### src/hw/reset_ctrl_defines.vh
// Constants for the system reset control block.
`ifndef RESET_CTRL_DEFINES_VH
`define RESET_CTRL_DEFINES_VH
`define ADDR_CAUSE 4'h0
`define ADDR_BOR_CTRL 4'h1
`define ADDR_CORE_CTRL 4'h2
`define ADDR_SRC0 4'h3
`define ADDR_SRC1 4'h4
`define ADDR_SRC2 4'h5
`define ADDR_WD_LOAD 4'h6
`define ADDR_WD_CTRL 4'h7
`define ADDR_WD_CLEAR 4'h8
`define ADDR_WD_VALUE 4'h9
`define CAUSE_POR 0
`define CAUSE_PIN 1
`define CAUSE_BOR 2
`define CAUSE_SW 3
`define CAUSE_WD 4
`define BOR_RESET_EN_BIT 1
`define BOR_INTR_EN_BIT 0
`define SYSREQ_BIT 2
`define WD_EN_BIT 0
`define WD_RESEN_BIT 1
`define WD_LOAD_RST 32'hffffffff
`define REL_HOLD_NS 40
`define REL_HOLD_CYC ((`REL_HOLD_NS + 9) / 10)
`endif

### src/hw/system_reset_control.v
// System reset control: source collection, domain resets, cause flags and release sequencing.
// Notes on behaviour
// Five reset sources are accepted.
// Power-on resets core, peripherals and debug.
// Pin reset spares debug TAP state.
// Brown-out, software, watchdog spare debug.
// Peripheral soft reset hits selected modules only.
// Cause flag set, sticky across resets.
// Power-on or pin clears other flags.
// Hold reset until power-on detect ends.
// Power-on indication only at first power-up.
// Outside party holds pin reset long enough.
// Brown-out reset disabled after reset.
// Brown-out gives interrupt or reset.
// Brown-out resets only when enable set.
// Brown-out reset held while supply low.
// Set-then-clear peripheral bit resets it.
// Bit layout matches clock gating registers.
// All clock domains of unit reset.
// Core request bit resets whole system.
// Watchdog interrupt first, reset second.
// Counter reloads after first time-out.
// Second zero resets if uncleared, enabled.
// Test-mode pins tied low by board.
// One cause flag per source, writable.
`timescale 1ns/1ps
`include "reset_ctrl_defines.vh"
module system_reset_control #(
    parameter PERIPH_W = 32,
    parameter DOMAINS = 2
) (
    input wire clk_in,
    input wire sys_rst_in,
    input wire pin_reset_n_in,
    input wire por_detect_in,
    input wire brownout_detect_in,
    input wire test_mode_pin_0_in,
    input wire test_mode_pin_1_in,
    input wire [3:0] addr_in,
    input wire [31:0] wdata_in,
    input wire wr_in,
    input wire rd_in,
    output reg [31:0] rdata_out,
    output reg core_rst_out,
    output reg debug_tap_rst_out,
    output reg debug_pin_cfg_rst_out,
    output reg [3*PERIPH_W*DOMAINS-1:0] periph_rst_out,
    output reg brownout_intr_out,
    output reg watchdog_intr_out,
    output reg fetch_start_out
);
    // States of the release sequencer, one-hot.
    localparam ST_HOLD = 2'b01;
    localparam ST_RUN = 2'b10;
    localparam NP = 3 * PERIPH_W;
    localparam NR = NP * DOMAINS;
    // Delay count before release after the last source goes away.
    localparam [7:0] HOLD_LAST = `REL_HOLD_CYC - 1;

    // Sequencer, cause and control state.
    reg [1:0] state_r;
    reg [7:0] hold_cnt_r;
    reg por_seen_r;
    reg [4:0] reset_cause_reg_r;
    reg [1:0] power_brownout_ctrl_reg_r;
    reg [NP-1:0] periph_soft_reset_regs_r;
    reg [NP-1:0] soft_pulse_r;
    reg [31:0] watchdog_load_reg_r;
    reg [31:0] wd_cnt_r;
    reg [1:0] wd_ctrl_r;
    reg wd_intr_r;
    reg sys_req_r;
    reg wd_fire_r;
    reg [31:0] rdata_nxt;
    wire [NR-1:0] periph_rst_nxt;

    // Register strobe decode shared by all write paths except the peripheral word range.
    function wr_hit;
        input wr;
        input [3:0] a;
        input [3:0] t;
        begin
            wr_hit = wr && (a == t);
        end
    endfunction

    // One peripheral reset word out of the flat vector.
    function [31:0] pad;
        input [NP-1:0] v;
        input [1:0] idx;
        begin
            pad = v[idx*PERIPH_W +: PERIPH_W];
        end
    endfunction

    // Write decode; only the cause register is writable in hold.
    wire run = state_r == ST_RUN;
    wire wr_cause = wr_hit(wr_in, addr_in, `ADDR_CAUSE);
    wire wr_bor = run && wr_hit(wr_in, addr_in, `ADDR_BOR_CTRL);
    wire wr_core = run && wr_hit(wr_in, addr_in, `ADDR_CORE_CTRL);
    wire wr_load = run && wr_hit(wr_in, addr_in, `ADDR_WD_LOAD);
    wire wr_wdctl = run && wr_hit(wr_in, addr_in, `ADDR_WD_CTRL);
    wire wr_wdclr = run && wr_hit(wr_in, addr_in, `ADDR_WD_CLEAR);
    wire wr_src = run && wr_in && addr_in >= `ADDR_SRC0 && addr_in <= `ADDR_SRC2;
    // Offsets 3 to 5 select peripheral words 0 to 2.
    wire [1:0] src_idx = addr_in[1:0] - 2'd3;

    // Active reset sources.
    // the test-mode pins are assumed tied low and are only read back.
    wire test_mode_any = test_mode_pin_0_in | test_mode_pin_1_in;
    wire por_act = por_detect_in && !por_seen_r;
    wire pin_act = !pin_reset_n_in;
    wire bor_act = brownout_detect_in && power_brownout_ctrl_reg_r[`BOR_RESET_EN_BIT];
    wire any_src = por_act | pin_act | bor_act | sys_req_r | wd_fire_r;
    wire hold_done = hold_cnt_r >= HOLD_LAST;
    wire release_now = !run && !any_src && hold_done;
    wire wd_run = wd_ctrl_r[`WD_EN_BIT];

    // Cause bits raised by the sources that keep older flags.
    wire [4:0] cause_set = ({4'h0, bor_act} << `CAUSE_BOR)
        | ({4'h0, sys_req_r} << `CAUSE_SW)
        | ({4'h0, wd_fire_r} << `CAUSE_WD);
    wire [4:0] cause_clr = wr_cause ? wdata_in[4:0] : 5'h00;

    // Every clock domain of a unit sees the same reset pulse.
    genvar d;
    generate
        for (d = 0; d < DOMAINS; d = d + 1)
        begin : dom_copy
            assign periph_rst_nxt[d*NP +: NP] = soft_pulse_r;
        end
    endgenerate

    // Hold and run sequencing.
    always @(posedge clk_in)
    begin
        if (sys_rst_in)
        begin
            state_r <= ST_HOLD;
            hold_cnt_r <= 8'h00;
            por_seen_r <= 1'b0;
        end
        else
        begin
            case (state_r)
                ST_HOLD:
                begin
                    if (any_src)
                    begin
                        hold_cnt_r <= 8'h00;
                    end
                    else if (hold_done)
                    begin
                        state_r <= ST_RUN;
                        por_seen_r <= 1'b1;
                    end
                    else
                    begin
                        hold_cnt_r <= hold_cnt_r + 8'h01;
                    end
                end
                ST_RUN:
                begin
                    if (any_src)
                    begin
                        state_r <= ST_HOLD;
                        hold_cnt_r <= 8'h00;
                    end
                end
                default:
                begin
                    state_r <= ST_HOLD;
                    hold_cnt_r <= 8'h00;
                end
            endcase
        end
    end

    // Domain reset outputs, registered.
    always @(posedge clk_in)
    begin
        if (sys_rst_in)
        begin
            core_rst_out <= 1'b1;
            debug_tap_rst_out <= 1'b1;
            debug_pin_cfg_rst_out <= 1'b1;
            periph_rst_out <= {NR{1'b1}};
            fetch_start_out <= 1'b0;
        end
        else
        begin
            fetch_start_out <= release_now;
            debug_tap_rst_out <= por_act;
            debug_pin_cfg_rst_out <= por_act | pin_act;
            if (run)
            begin
                core_rst_out <= 1'b0;
                periph_rst_out <= periph_rst_nxt;
            end
            else
            begin
                core_rst_out <= 1'b1;
                periph_rst_out <= {NR{1'b1}};
            end
        end
    end

    // Cause flags: pin and power-on wipe the rest, other sets win over a clear.
    always @(posedge clk_in)
    begin
        if (sys_rst_in)
        begin
            reset_cause_reg_r <= 5'h00;
        end
        else if (por_act)
        begin
            reset_cause_reg_r <= 5'h01 << `CAUSE_POR;
        end
        else if (pin_act)
        begin
            reset_cause_reg_r <= 5'h01 << `CAUSE_PIN;
        end
        else
        begin
            reset_cause_reg_r <= (reset_cause_reg_r & ~cause_clr) | cause_set;
        end
    end

    // Peripheral reset words: a set-then-clear gives a one-cycle pulse.
    always @(posedge clk_in)
    begin
        if (sys_rst_in)
        begin
            periph_soft_reset_regs_r <= {NP{1'b0}};
            soft_pulse_r <= {NP{1'b0}};
        end
        else
        begin
            soft_pulse_r <= {NP{1'b0}};
            if (!run)
            begin
                periph_soft_reset_regs_r <= {NP{1'b0}};
            end
            else if (wr_src)
            begin
                periph_soft_reset_regs_r[src_idx * PERIPH_W +: PERIPH_W] <= wdata_in[PERIPH_W-1:0];
                soft_pulse_r[src_idx * PERIPH_W +: PERIPH_W] <=
                    pad(periph_soft_reset_regs_r, src_idx) & ~wdata_in[PERIPH_W-1:0];
            end
        end
    end

    // Control registers, written only while running.
    always @(posedge clk_in)
    begin
        if (sys_rst_in)
        begin
            power_brownout_ctrl_reg_r <= 2'h0;
            sys_req_r <= 1'b0;
            watchdog_load_reg_r <= `WD_LOAD_RST;
            wd_ctrl_r <= 2'h0;
        end
        else if (!run)
        begin
            sys_req_r <= 1'b0;
            wd_ctrl_r <= 2'h0;
            // Brown-out reset stays armed while it holds, and is disarmed at release.
            if (release_now)
            begin
                power_brownout_ctrl_reg_r <= 2'h0;
            end
        end
        else
        begin
            if (wr_bor)
            begin
                power_brownout_ctrl_reg_r <= wdata_in[1:0];
            end
            if (wr_core && wdata_in[`SYSREQ_BIT])
            begin
                sys_req_r <= 1'b1;
            end
            if (wr_load)
            begin
                watchdog_load_reg_r <= wdata_in;
            end
            // Writes of the control word keep the enable bit once set.
            if (wr_wdctl)
            begin
                wd_ctrl_r <= wdata_in[1:0] | {1'b0, wd_ctrl_r[`WD_EN_BIT]};
            end
        end
    end

    // Watchdog: first zero raises the flag, second zero with flag and reset enable set fires.
    always @(posedge clk_in)
    begin
        if (sys_rst_in)
        begin
            wd_cnt_r <= `WD_LOAD_RST;
            wd_intr_r <= 1'b0;
            wd_fire_r <= 1'b0;
        end
        else if (!run)
        begin
            wd_cnt_r <= watchdog_load_reg_r;
            wd_intr_r <= 1'b0;
            wd_fire_r <= 1'b0;
        end
        else if (wd_run)
        begin
            // A clear loses to a time-out in the same cycle.
            if (wd_cnt_r == 32'h00000000)
            begin
                wd_cnt_r <= watchdog_load_reg_r;
                wd_intr_r <= 1'b1;
                if (wd_intr_r && wd_ctrl_r[`WD_RESEN_BIT])
                begin
                    wd_fire_r <= 1'b1;
                end
            end
            else if (wr_wdclr)
            begin
                wd_intr_r <= 1'b0;
                wd_cnt_r <= watchdog_load_reg_r;
            end
            else
            begin
                wd_cnt_r <= wd_cnt_r - 32'h00000001;
            end
        end
    end

    // Read mux for the register port.
    always @*
    begin
        rdata_nxt = 32'h00000000;
        case (addr_in)
            `ADDR_CAUSE: rdata_nxt = {27'h0000000, reset_cause_reg_r};
            `ADDR_BOR_CTRL: rdata_nxt = {30'h00000000, power_brownout_ctrl_reg_r};
            `ADDR_CORE_CTRL: rdata_nxt = {31'h00000000, test_mode_any};
            `ADDR_SRC0: rdata_nxt = pad(periph_soft_reset_regs_r, 2'd0);
            `ADDR_SRC1: rdata_nxt = pad(periph_soft_reset_regs_r, 2'd1);
            `ADDR_SRC2: rdata_nxt = pad(periph_soft_reset_regs_r, 2'd2);
            `ADDR_WD_LOAD: rdata_nxt = watchdog_load_reg_r;
            `ADDR_WD_CTRL: rdata_nxt = {29'h00000000, wd_intr_r, wd_ctrl_r};
            `ADDR_WD_VALUE: rdata_nxt = wd_cnt_r;
            default: rdata_nxt = 32'h00000000;
        endcase
    end

    // Interrupt levels and read data, registered.
    always @(posedge clk_in)
    begin
        if (sys_rst_in)
        begin
            rdata_out <= 32'h00000000;
            brownout_intr_out <= 1'b0;
            watchdog_intr_out <= 1'b0;
        end
        else
        begin
            watchdog_intr_out <= wd_intr_r;
            brownout_intr_out <= brownout_detect_in && power_brownout_ctrl_reg_r[`BOR_INTR_EN_BIT]
                && !power_brownout_ctrl_reg_r[`BOR_RESET_EN_BIT];
            if (rd_in)
            begin
                rdata_out <= rdata_nxt;
            end
            else
            begin
                rdata_out <= 32'h00000000;
            end
        end
    end
endmodule

### config.mk
export PLATFORM = sky130hd
export DESIGN_NAME = system_reset_control
export DESIGN_NICKNAME = d
export VERILOG_FILES = /design/src/hw/system_reset_control.v
export VERILOG_INCLUDE_DIRS = /design/src /design/src/hw
export SDC_FILE = /design/constraint.sdc
export NUM_CORES = 1
export LEC_CHECK = 0
export BUFFER_PORTS_ARGS = -buffer_cell sky130_fd_sc_hd__buf_4
export CAP_MARGIN = 40
export CORE_MARGIN = 2
export CORE_UTILIZATION = 55
export DETAILED_ROUTE_END_ITERATION = 12
export PLACE_DENSITY_LB_ADDON = 0.08
export SKIP_CTS_REPAIR_TIMING = 1
export SYNTH_ARGS = -nofsm -noshare
export SYNTH_HDL_FRONTEND = slang
export SYNTH_SLANG_ARGS = --single-unit
### constraint.sdc
create_clock -name clk_in -period 8.55 [get_ports clk_in]
set_clock_uncertainty 0.2 [all_clocks]
set_input_delay 1.2825 -clock clk_in [delete_from_list [all_inputs] [get_ports clk_in]]
set_output_delay 1.2825 -clock clk_in [all_outputs]
set_load 0.1 [all_outputs]
==> metrics.md, run 1 <==
| Metric | Value |
|---|---|
| Cell types with the highest counts after synthesis | dfxtp_1, nand2_1, nor2_1, a21oi_1, clkbuf_1 |
| Kind of launch point of the worst setup path | primary input |
| Die outline width | 176 um |
| Initial antenna violation count | 2 |
| DIE AREA | 31000 um^2 |
| Sequential fraction of the synthesis area | 0.507 |
| Clock root cell | clkbuf_16 |
| Slew at the pin with the worst max-slew slack | 0.799 ns |
| Worst-path maximum fanout | 36 |
| Total global-route track usage | 0.286 |
| Drt first pass iters | 8 |
| WL final | 46.0 mm |
| Nets | 2002 |
| Arrival time of the worst setup path | 4.14 ns |
| Cell Rows | 63 |
| Cell count after synthesis | 1834 |
| Top FF cell, synth | dfxtp_1 |
| GPL Wtd Cong | 0.933 |
| Number of violations of the max-capacitance limit | 0 |
| Cell seen most often among critical-path stages | buf_4 |
| Total global routing overflow | 0 |
| Largest net degree at the start of global routing | 110 |
| Setup WS pre-CTS | 4.16 ns |
| Proportion of register bits with asynchronous set or reset after synthesis | 0 |
| Setup repair after global routing missed its margin | no |
| Final sum of negative setup slack | 0 ns |
| DRC marker count from the first detailed-route iteration | 1434 |
| Clock sink count | 413 |
| Clock Latency Late Sink | 0.54 ns |
| Seq cells post-synth | 413 |
| Total power density per cell area | 202 nW/um^2 |
| Portion of the clock cycle consumed by the worst path in the final layout | 0.461 |
| Cell type group with the largest total delay on the critical path | buffers and inverters |
| Status | completed |
| Endpoint kind of the worst setup timing path | flop |
| Worst path slowest cell | nor2b_4 |
| Die extent in y | 176 um |
| Ranking of synthesized cells by area | dfxtp_1, mux2i_1, a21oi_1, buf_4, nand2_1 |
| Clock H-tree levels | 2 |
| Mean area per synthesized cell | 8.89 um^2 |
| Post-route minimum period | 3.94 ns |
| First-pass GRT wire length | 70.4 mm |
| Number of input and output port buffers inserted | 274 |
| Post-synth EDFFs | 0 |
| # DRC | 0 |
| Most instantiated library cell after synthesis | dfxtp_1 |
| Initial Utilization | 0.554 |
| Static Leakage | 6.80 nW |
| Post-route antenna net violation count | 0 |
| Largest area contributor in the synthesized netlist | dfxtp_1 |
| Path class of the lowest-slack min-delay path | reg -> reg |
| Fin worst setup slack | 4.61 ns |
| Final Hold Viols | 0 |
| Placed wire-length estimate | 31.2 mm |
| Final Max Slew Viols | 0 |
| TritonCTS clock tree | yes |
| Worst IR drop on VDD | 164 uV |
| Number of unique standard cell types used by synthesis | 69 |
| Max_slew headroom | 0.466 |
| Number of global-route vias before repair | 12226 |
| Clock buffers created by TritonCTS | 41 |
| Area growth syn-to-layout | 18.8% |
| Overall via count from detail_route | 13936 |
| F_max | 254 MHz |
| Area of the mapped netlist | 16300 um^2 |
| Type of the setup path with the least slack | in -> reg |
| Area share of the largest cell type after synthesis | 0.507 |
| Clock Pin Slew Worst Setup and Hold Paths | 0.06 ns |
| Mean routed wirelength per cell | 19.4 um |
| WP buf/inv | 5 |
| Ports | 275 |
| Finish-stage setup viols | 0 |
| Required time of the critical path | 8.75 ns |
| Synth Net Count | 1888 |
| Core outline area | 29400 um^2 |
| Delay of the slowest critical-path stage | 0.69 ns |
| Filler Cells Inserted | 2402 |
| Share of final-layout standard cells stronger than drive strength 1 | 0.222 |
| Warnings, synthesis | 0 |
| Worst path cell trace | buf_4 > clkinv_1 > buf_4 > ha_1 > and2_1 > buf_4 > nor2b_4 > buf_4 > mux2i_1 > nand2_1 |
| Number of buffers on the longest clock path | 3 |
| DR vias/cell | 5.88 |
[registers in the layout, indices dropped and copies added, names as in the netlist, 2 cells and up]
name,flops
rdata_out,32
state_r,2
reset_cause_reg_r,5
wd_ctrl_r,2
watchdog_load_reg_r,32
periph_soft_reset_regs_r,96
wd_cnt_r,32
power_brownout_ctrl_reg_r,2
periph_rst_out,96
soft_pulse_r,96
hold_cnt_r,8
[path summary, 6_finish.rpt]
check	startpoint	to	slack [ns]	depth (start not counted)
worst max-delay path	addr_in[0]	watchdog_load_reg_r[28]	4.61	10
worst min-delay path	soft_pulse_r[46]	periph_rst_out[142]	0.21	1
worst max register to register	wd_cnt_r[0]	wd_cnt_r[10]	5.01	8
worst min register to register	soft_pulse_r[46]	periph_rst_out[142]	0.21	1
[worst reg2reg max path, stage by stage (launching register included)]
cell,delay (ns)
dfxtp_1,0.37
inv_1,0.14
ha_1,0.17
nor4b_1,0.61
nand4_1,0.30
o31ai_2,0.76
buf_4,0.39
o21ai_0,0.16
a221o_1,0.32
[placed cells by master, fill, tap and decap left out, drive strengths merged, types with 8 or more instances in the layout]
master,netlist,layout
a21oi,152,152
clkbuf,127,55
nor3,24,24
nor4,19,19
a31oi,28,28
ha,9,9
buf,112,310
or2,36,36
nand3,125,125
clkinv,1,11
inv,14,15
nand4,22,22
or4,14,14
dfxtp,413,413
and2,10,10
a22oi,64,64
o21ai,19,19
or3,105,105
nor2,173,173
nand2,194,194
mux2i,79,79
and3,8,8
[report_power, final]
part | internal (mW) | switching [mW] | leakage, nW
sequential | 1.93 | 0.00106 | 3.33
combinational | 0.0422 | 0.104 | 2.79
clock | 1.09 | 0.752 | 0.673
[through the flow]
step           power (mW)  instances   util  instance area (um^2)  hold WS, ns
6_report             3.91       2371  0.659                 19400        0.207
5_1_grt              4.02       2371  0.659                 19400        0.216
4_1_cts              3.94       2370  0.659                 19400        0.209
3_5_place_dp         2.11       2295  0.611                 18000        0.196
3_3_place_gp         2.11       2288  0.606                 17800        0.194
2_1_floorplan        2.05       1834      -                 16300        0.190
[final cells by class]
cell class / instances / area [um^2] / share of cell area
Antenna cell: 1 / 2.50 / 0.000129
Sequential cell: 413 / 8270 / 0.427
Clock inverter: 20 / 262 / 0.0135
Clock buffer: 55 / 1130 / 0.0583
Tap cell: 390 / 488 / 0.0252
Multi-Input combinational cell: 1167 / 6740 / 0.348
Inverter: 15 / 56.3 / 0.00291
Timing Repair Buffer: 310 / 2420 / 0.125
[routing by layer]
metal,track usage,part of all wire
met5,0,0.00028
met4,0.0813,0.026
met3,0.0655,0.10
met2,0.455,0.46
met1,0.390,0.41
[logic make-up (layout without fill, tap and decap cells)]
| logic type | count (synthesis) | count (layout) | share of synthesized area |
|---|---|---|---|
| and+or+nand+nor | 756 | 756 | 0.230 |
| DFF | 413 | 413 | 0.507 |
| AOI/OAI and AO/OA | 320 | 320 | 0.122 |
| buffers and inverters | 254 | 400 | 0.0827 |
| muxes | 81 | 81 | 0.0501 |
| adders and majority gates | 9 | 9 | 0.00691 |
| xor gates and xnor gates | 1 | 1 | 0.000537 |
| other | 0 | 1 | 0 |
Power figures use the tool's default switching activity.
==> inputs of run 2 (changes only) <==
--- a/config.mk
+++ b/config.mk
@@ -6,10 +6,11 @@
 export SDC_FILE = /design/constraint.sdc
 export NUM_CORES = 1
 export LEC_CHECK = 0
+export ABC_AREA = 1
 export BUFFER_PORTS_ARGS = -buffer_cell sky130_fd_sc_hd__buf_4
 export CAP_MARGIN = 40
 export CORE_MARGIN = 2
-export CORE_UTILIZATION = 55
+export CORE_UTILIZATION = 51
 export DETAILED_ROUTE_END_ITERATION = 12
 export PLACE_DENSITY_LB_ADDON = 0.08
 export SKIP_CTS_REPAIR_TIMING = 1
==> constraint.sdc (replaced) <==
create_clock -name clk_in -period 3.6 [get_ports clk_in]
set_clock_uncertainty 0.2 [all_clocks]
set_input_delay 0.54 -clock clk_in [delete_from_list [all_inputs] [get_ports clk_in]]
set_output_delay 0.54 -clock clk_in [all_outputs]
set_load 0.1 [all_outputs]
==> run 2 against run 1 <==
Against the previous run:
- highest routed layer is now met4
- clock power rose by 140%
- non-clock buffer count rose by 5
- hold slack got worse by 0.15 ns
- cell count rose by 19%
- sequential share of layout area fell by 1.5 points
- design area rose by 3.6%
- critical path depth rose by 1
- worst setup slack got worse by 3.5 ns
- via count rose by 7.9%
- sequential cell count did not move
- register-to-register slack got worse by 3.9 ns
- critical endpoint is now wd_cnt_r[23]
- global-route usage rose by 1.4 points
==> metrics.md, run 2 <==
| Metric | Value |
|---|---|
| Nets | 2403 |
| GPL Wtd Cong | 0.952 |
| Max_slew headroom | 0.499 |
| Clock Latency Late Sink | 0.55 ns |
| Worst IR drop on VDD | 353 uV |
| Filler Cells Inserted | 2992 |
| Total global routing overflow | 0 |
| Clock buffers created by TritonCTS | 43 |
| Drt first pass iters | 6 |
| Cell types with the highest counts after synthesis | dfxtp_1, nor2_1, nand2_1, inv_1, a21oi_1 |
| Kind of launch point of the worst setup path | flop |
| Mean area per synthesized cell | 7.63 um^2 |
| DRC marker count from the first detailed-route iteration | 1578 |
| Final Hold Viols | 0 |
| Most common cell after layout, fill and taps aside | dfxtp_1 |
| Die outline width | 186 um |
| Number of input and output port buffers inserted | 274 |
| Cell Rows | 66 |
| # DRC | 0 |
| Arrival time of the worst setup path | 2.74 ns |
| Endpoint kind of the worst setup timing path | flop |
| Placed wire-length estimate | 36.2 mm |
| Overall via count from detail_route | 15039 |
| Core outline area | 32500 um^2 |
| Final Max Slew Viols | 0 |
| Ports | 275 |
| Area of the mapped netlist | 16800 um^2 |
| Portion of the clock cycle consumed by the worst path in the final layout | 0.679 |
| Synth Net Count | 2261 |
| Reg-to-reg slack, setup | 1.15 ns |
| Cell count after synthesis | 2207 |
| Initial Utilization | 0.517 |
| Static Leakage | 8.10 nW |
| DIE AREA | 34500 um^2 |
| First-pass GRT wire length | 79.3 mm |
| Clock H-tree levels | 2 |
| Area growth syn-to-layout | 19.1% |
| Length of routed wiring on met1 | 24.4 mm |
| Total length of routed met2 wires | 21.9 mm |
| Mean routed wirelength per cell | 18.5 um |
| Ranking of synthesized cells by area | dfxtp_1, nor2_1, nand2_1, inv_1, a21oi_1 |
| WL final | 52.3 mm |
| Proportion of register bits with asynchronous set or reset after synthesis | 0 |
| Post-Place Cells | 2745 |
| Number of buffers on the longest clock path | 3 |
| Path depth of the worst reg2reg path | 11 |
| Die extent in y | 186 um |
| Post-route antenna net violation count | 0 |
| Share of final-layout standard cells stronger than drive strength 1 | 0.210 |
| Worst path cell trace | inv_2 > nand2_1 > nor2_1 > nand4_1 > nand2_1 > clkinv_1 > nand2_2 > inv_1 > nand2_1 > nand3_1 > nand2_1 |
| Area after DPL | 18600 um^2 |
| Setup repair after global routing missed its margin | no |
| Worst reg2reg path startpoint | state_r[0] |
| Hold Path Stages | 3 |
| Sum of met3 wire segment lengths after detailed routing | 4.99 mm |
| Slew at the pin with the worst max-slew slack | 0.751 ns |
| Type of the setup path with the least slack | reg -> reg |
| Worst-case hold slack | 0.0522 ns |
| Top library cells by usage in the layout, fill and taps aside | dfxtp_1, nor2_1, buf_4 |
| Most instantiated library cell after synthesis | dfxtp_1 |
| Sequential fraction of the synthesis area | 0.491 |
| FF-to-FF End | wd_cnt_r[23] |
| Non-filler instance count after layout | 2826 |
| Initial antenna violation count | 0 |
| Cell type group with the largest total delay on the critical path | simple AND/OR/NAND/NOR gates |
| Top layer reached by signal wires | met4 |
| Top FF cell, synth | dfxtp_1 |
| Largest area contributor in the synthesized netlist | dfxtp_1 |
| Warnings, synthesis | 0 |
| Registers with the most flip-flops | periph_rst_out (96), periph_soft_reset_regs_r (96), soft_pulse_r (96) |
| Post-synth EDFFs | 0 |
| Seq cells post-synth | 413 |
| Number of antenna diodes | 0 |
| Final Instance Area | 20100 um^2 |
| Worst path slowest cell | nand2_2 |
| TritonCTS clock tree | yes |
| Area share of the largest cell type after synthesis | 0.491 |
| DR vias/cell | 5.32 |
| Clock sink count | 413 |
| F_max | 409 MHz |
| Final sum of negative setup slack | 0 ns |
| Path class of the lowest-slack min-delay path | in -> reg |
| Critical path startpoint | state_r[0] |
| Total power density per cell area | 470 nW/um^2 |
| Largest net degree at the start of global routing | 133 |
| Cell seen most often among critical-path stages | nand2_1 |
| Number of global-route vias before repair | 13506 |
| Clock root cell | clkbuf_16 |
| Number of unique standard cell types used by synthesis | 30 |
| Total global-route track usage | 0.300 |
| WP buf/inv | 3 |
| Start point of the worst min-delay path | brownout_detect_in |
| Status | completed |
| Number of violations of the max-capacitance limit | 0 |
| Delay of the slowest critical-path stage | 0.36 ns |
| Worst-path maximum fanout | 16 |
| Post-route minimum period | 2.45 ns |
| Required time of the critical path | 3.89 ns |
| Worst Hold End | brownout_intr_out |
| Finish-stage setup viols | 0 |
| Clock Pin Slew Worst Setup and Hold Paths | 0.06 ns |
==> run 2: report_power, final <==
part	leakage [nW]	switching (mW)	total, mW	internal [mW]
clock network	0.702	1.86	4.43	2.58
registers	3.33	0.00311	4.58	4.58
logic	4.07	0.304	0.412	0.108
==> run 2: cell families (layout without fill, tap and decap cells) <==
logic type,count (synthesis),after routing,synth area share
AO/OA/AOI/OAI,402,402,0.137
XOR/XNOR,19,19,0.00988
adder cells (fa/ha/maj),9,9,0.00669
buffers and inverters,451,628,0.123
flip-flops,413,413,0.491
AND/OR/NAND/NOR,913,913,0.232
==> run 2: layout make-up <==
type	count	area [um^2]	share of cell area
sequential	413	8270	0.412
multi-input combinational	1343	6510	0.324
timing repair buffer	315	2420	0.121
clock buffer	62	1290	0.0643
inverter	233	876	0.0437
tap	442	553	0.0276
clock inverter	18	146	0.00730
==> run 2: layer usage <==
layer / GRT usage / vias to the layer above
met5: 0 / -
met4: 0.0775 / 0
met3: 0.0567 / 76
met2: 0.435 / 756
met1: 0.453 / 6957
li1: - / 7250
==> run 2: how the worst max path moves through the flow <==
stage | end | cells after the start
after detailed placement | soft_pulse_r[74] | 9
after floorplan | soft_pulse_r[67] | 8
after CTS | wd_cnt_r[23] | 11
after global placement | soft_pulse_r[42] | 9
after global routing | wd_cnt_r[20] | 11
final | wd_cnt_r[23] | 11
==> run 2: stage by stage <==
stage	total power, mW	utilization	worst slack, ns
after floorplan	4.90	-	1.45
after global placement	5.08	0.572	0.828
after detailed placement	5.08	0.572	0.764
after CTS	9.47	0.616	1.19
after global routing	9.70	0.616	0.924
final	9.42	0.616	1.15
==> run 2: worst register-to-register path, stage by stage (launching register included) <==
cell and delay [ns]:
dfxtp_1 0.30, inv_2 0.04, nand2_1 0.16, nor2_1 0.23, nand4_1 0.14, nand2_1 0.10
clkinv_1 0.23, nand2_2 0.36, inv_1 0.33, nand2_1 0.16, nand3_1 0.07, nand2_1 0.07
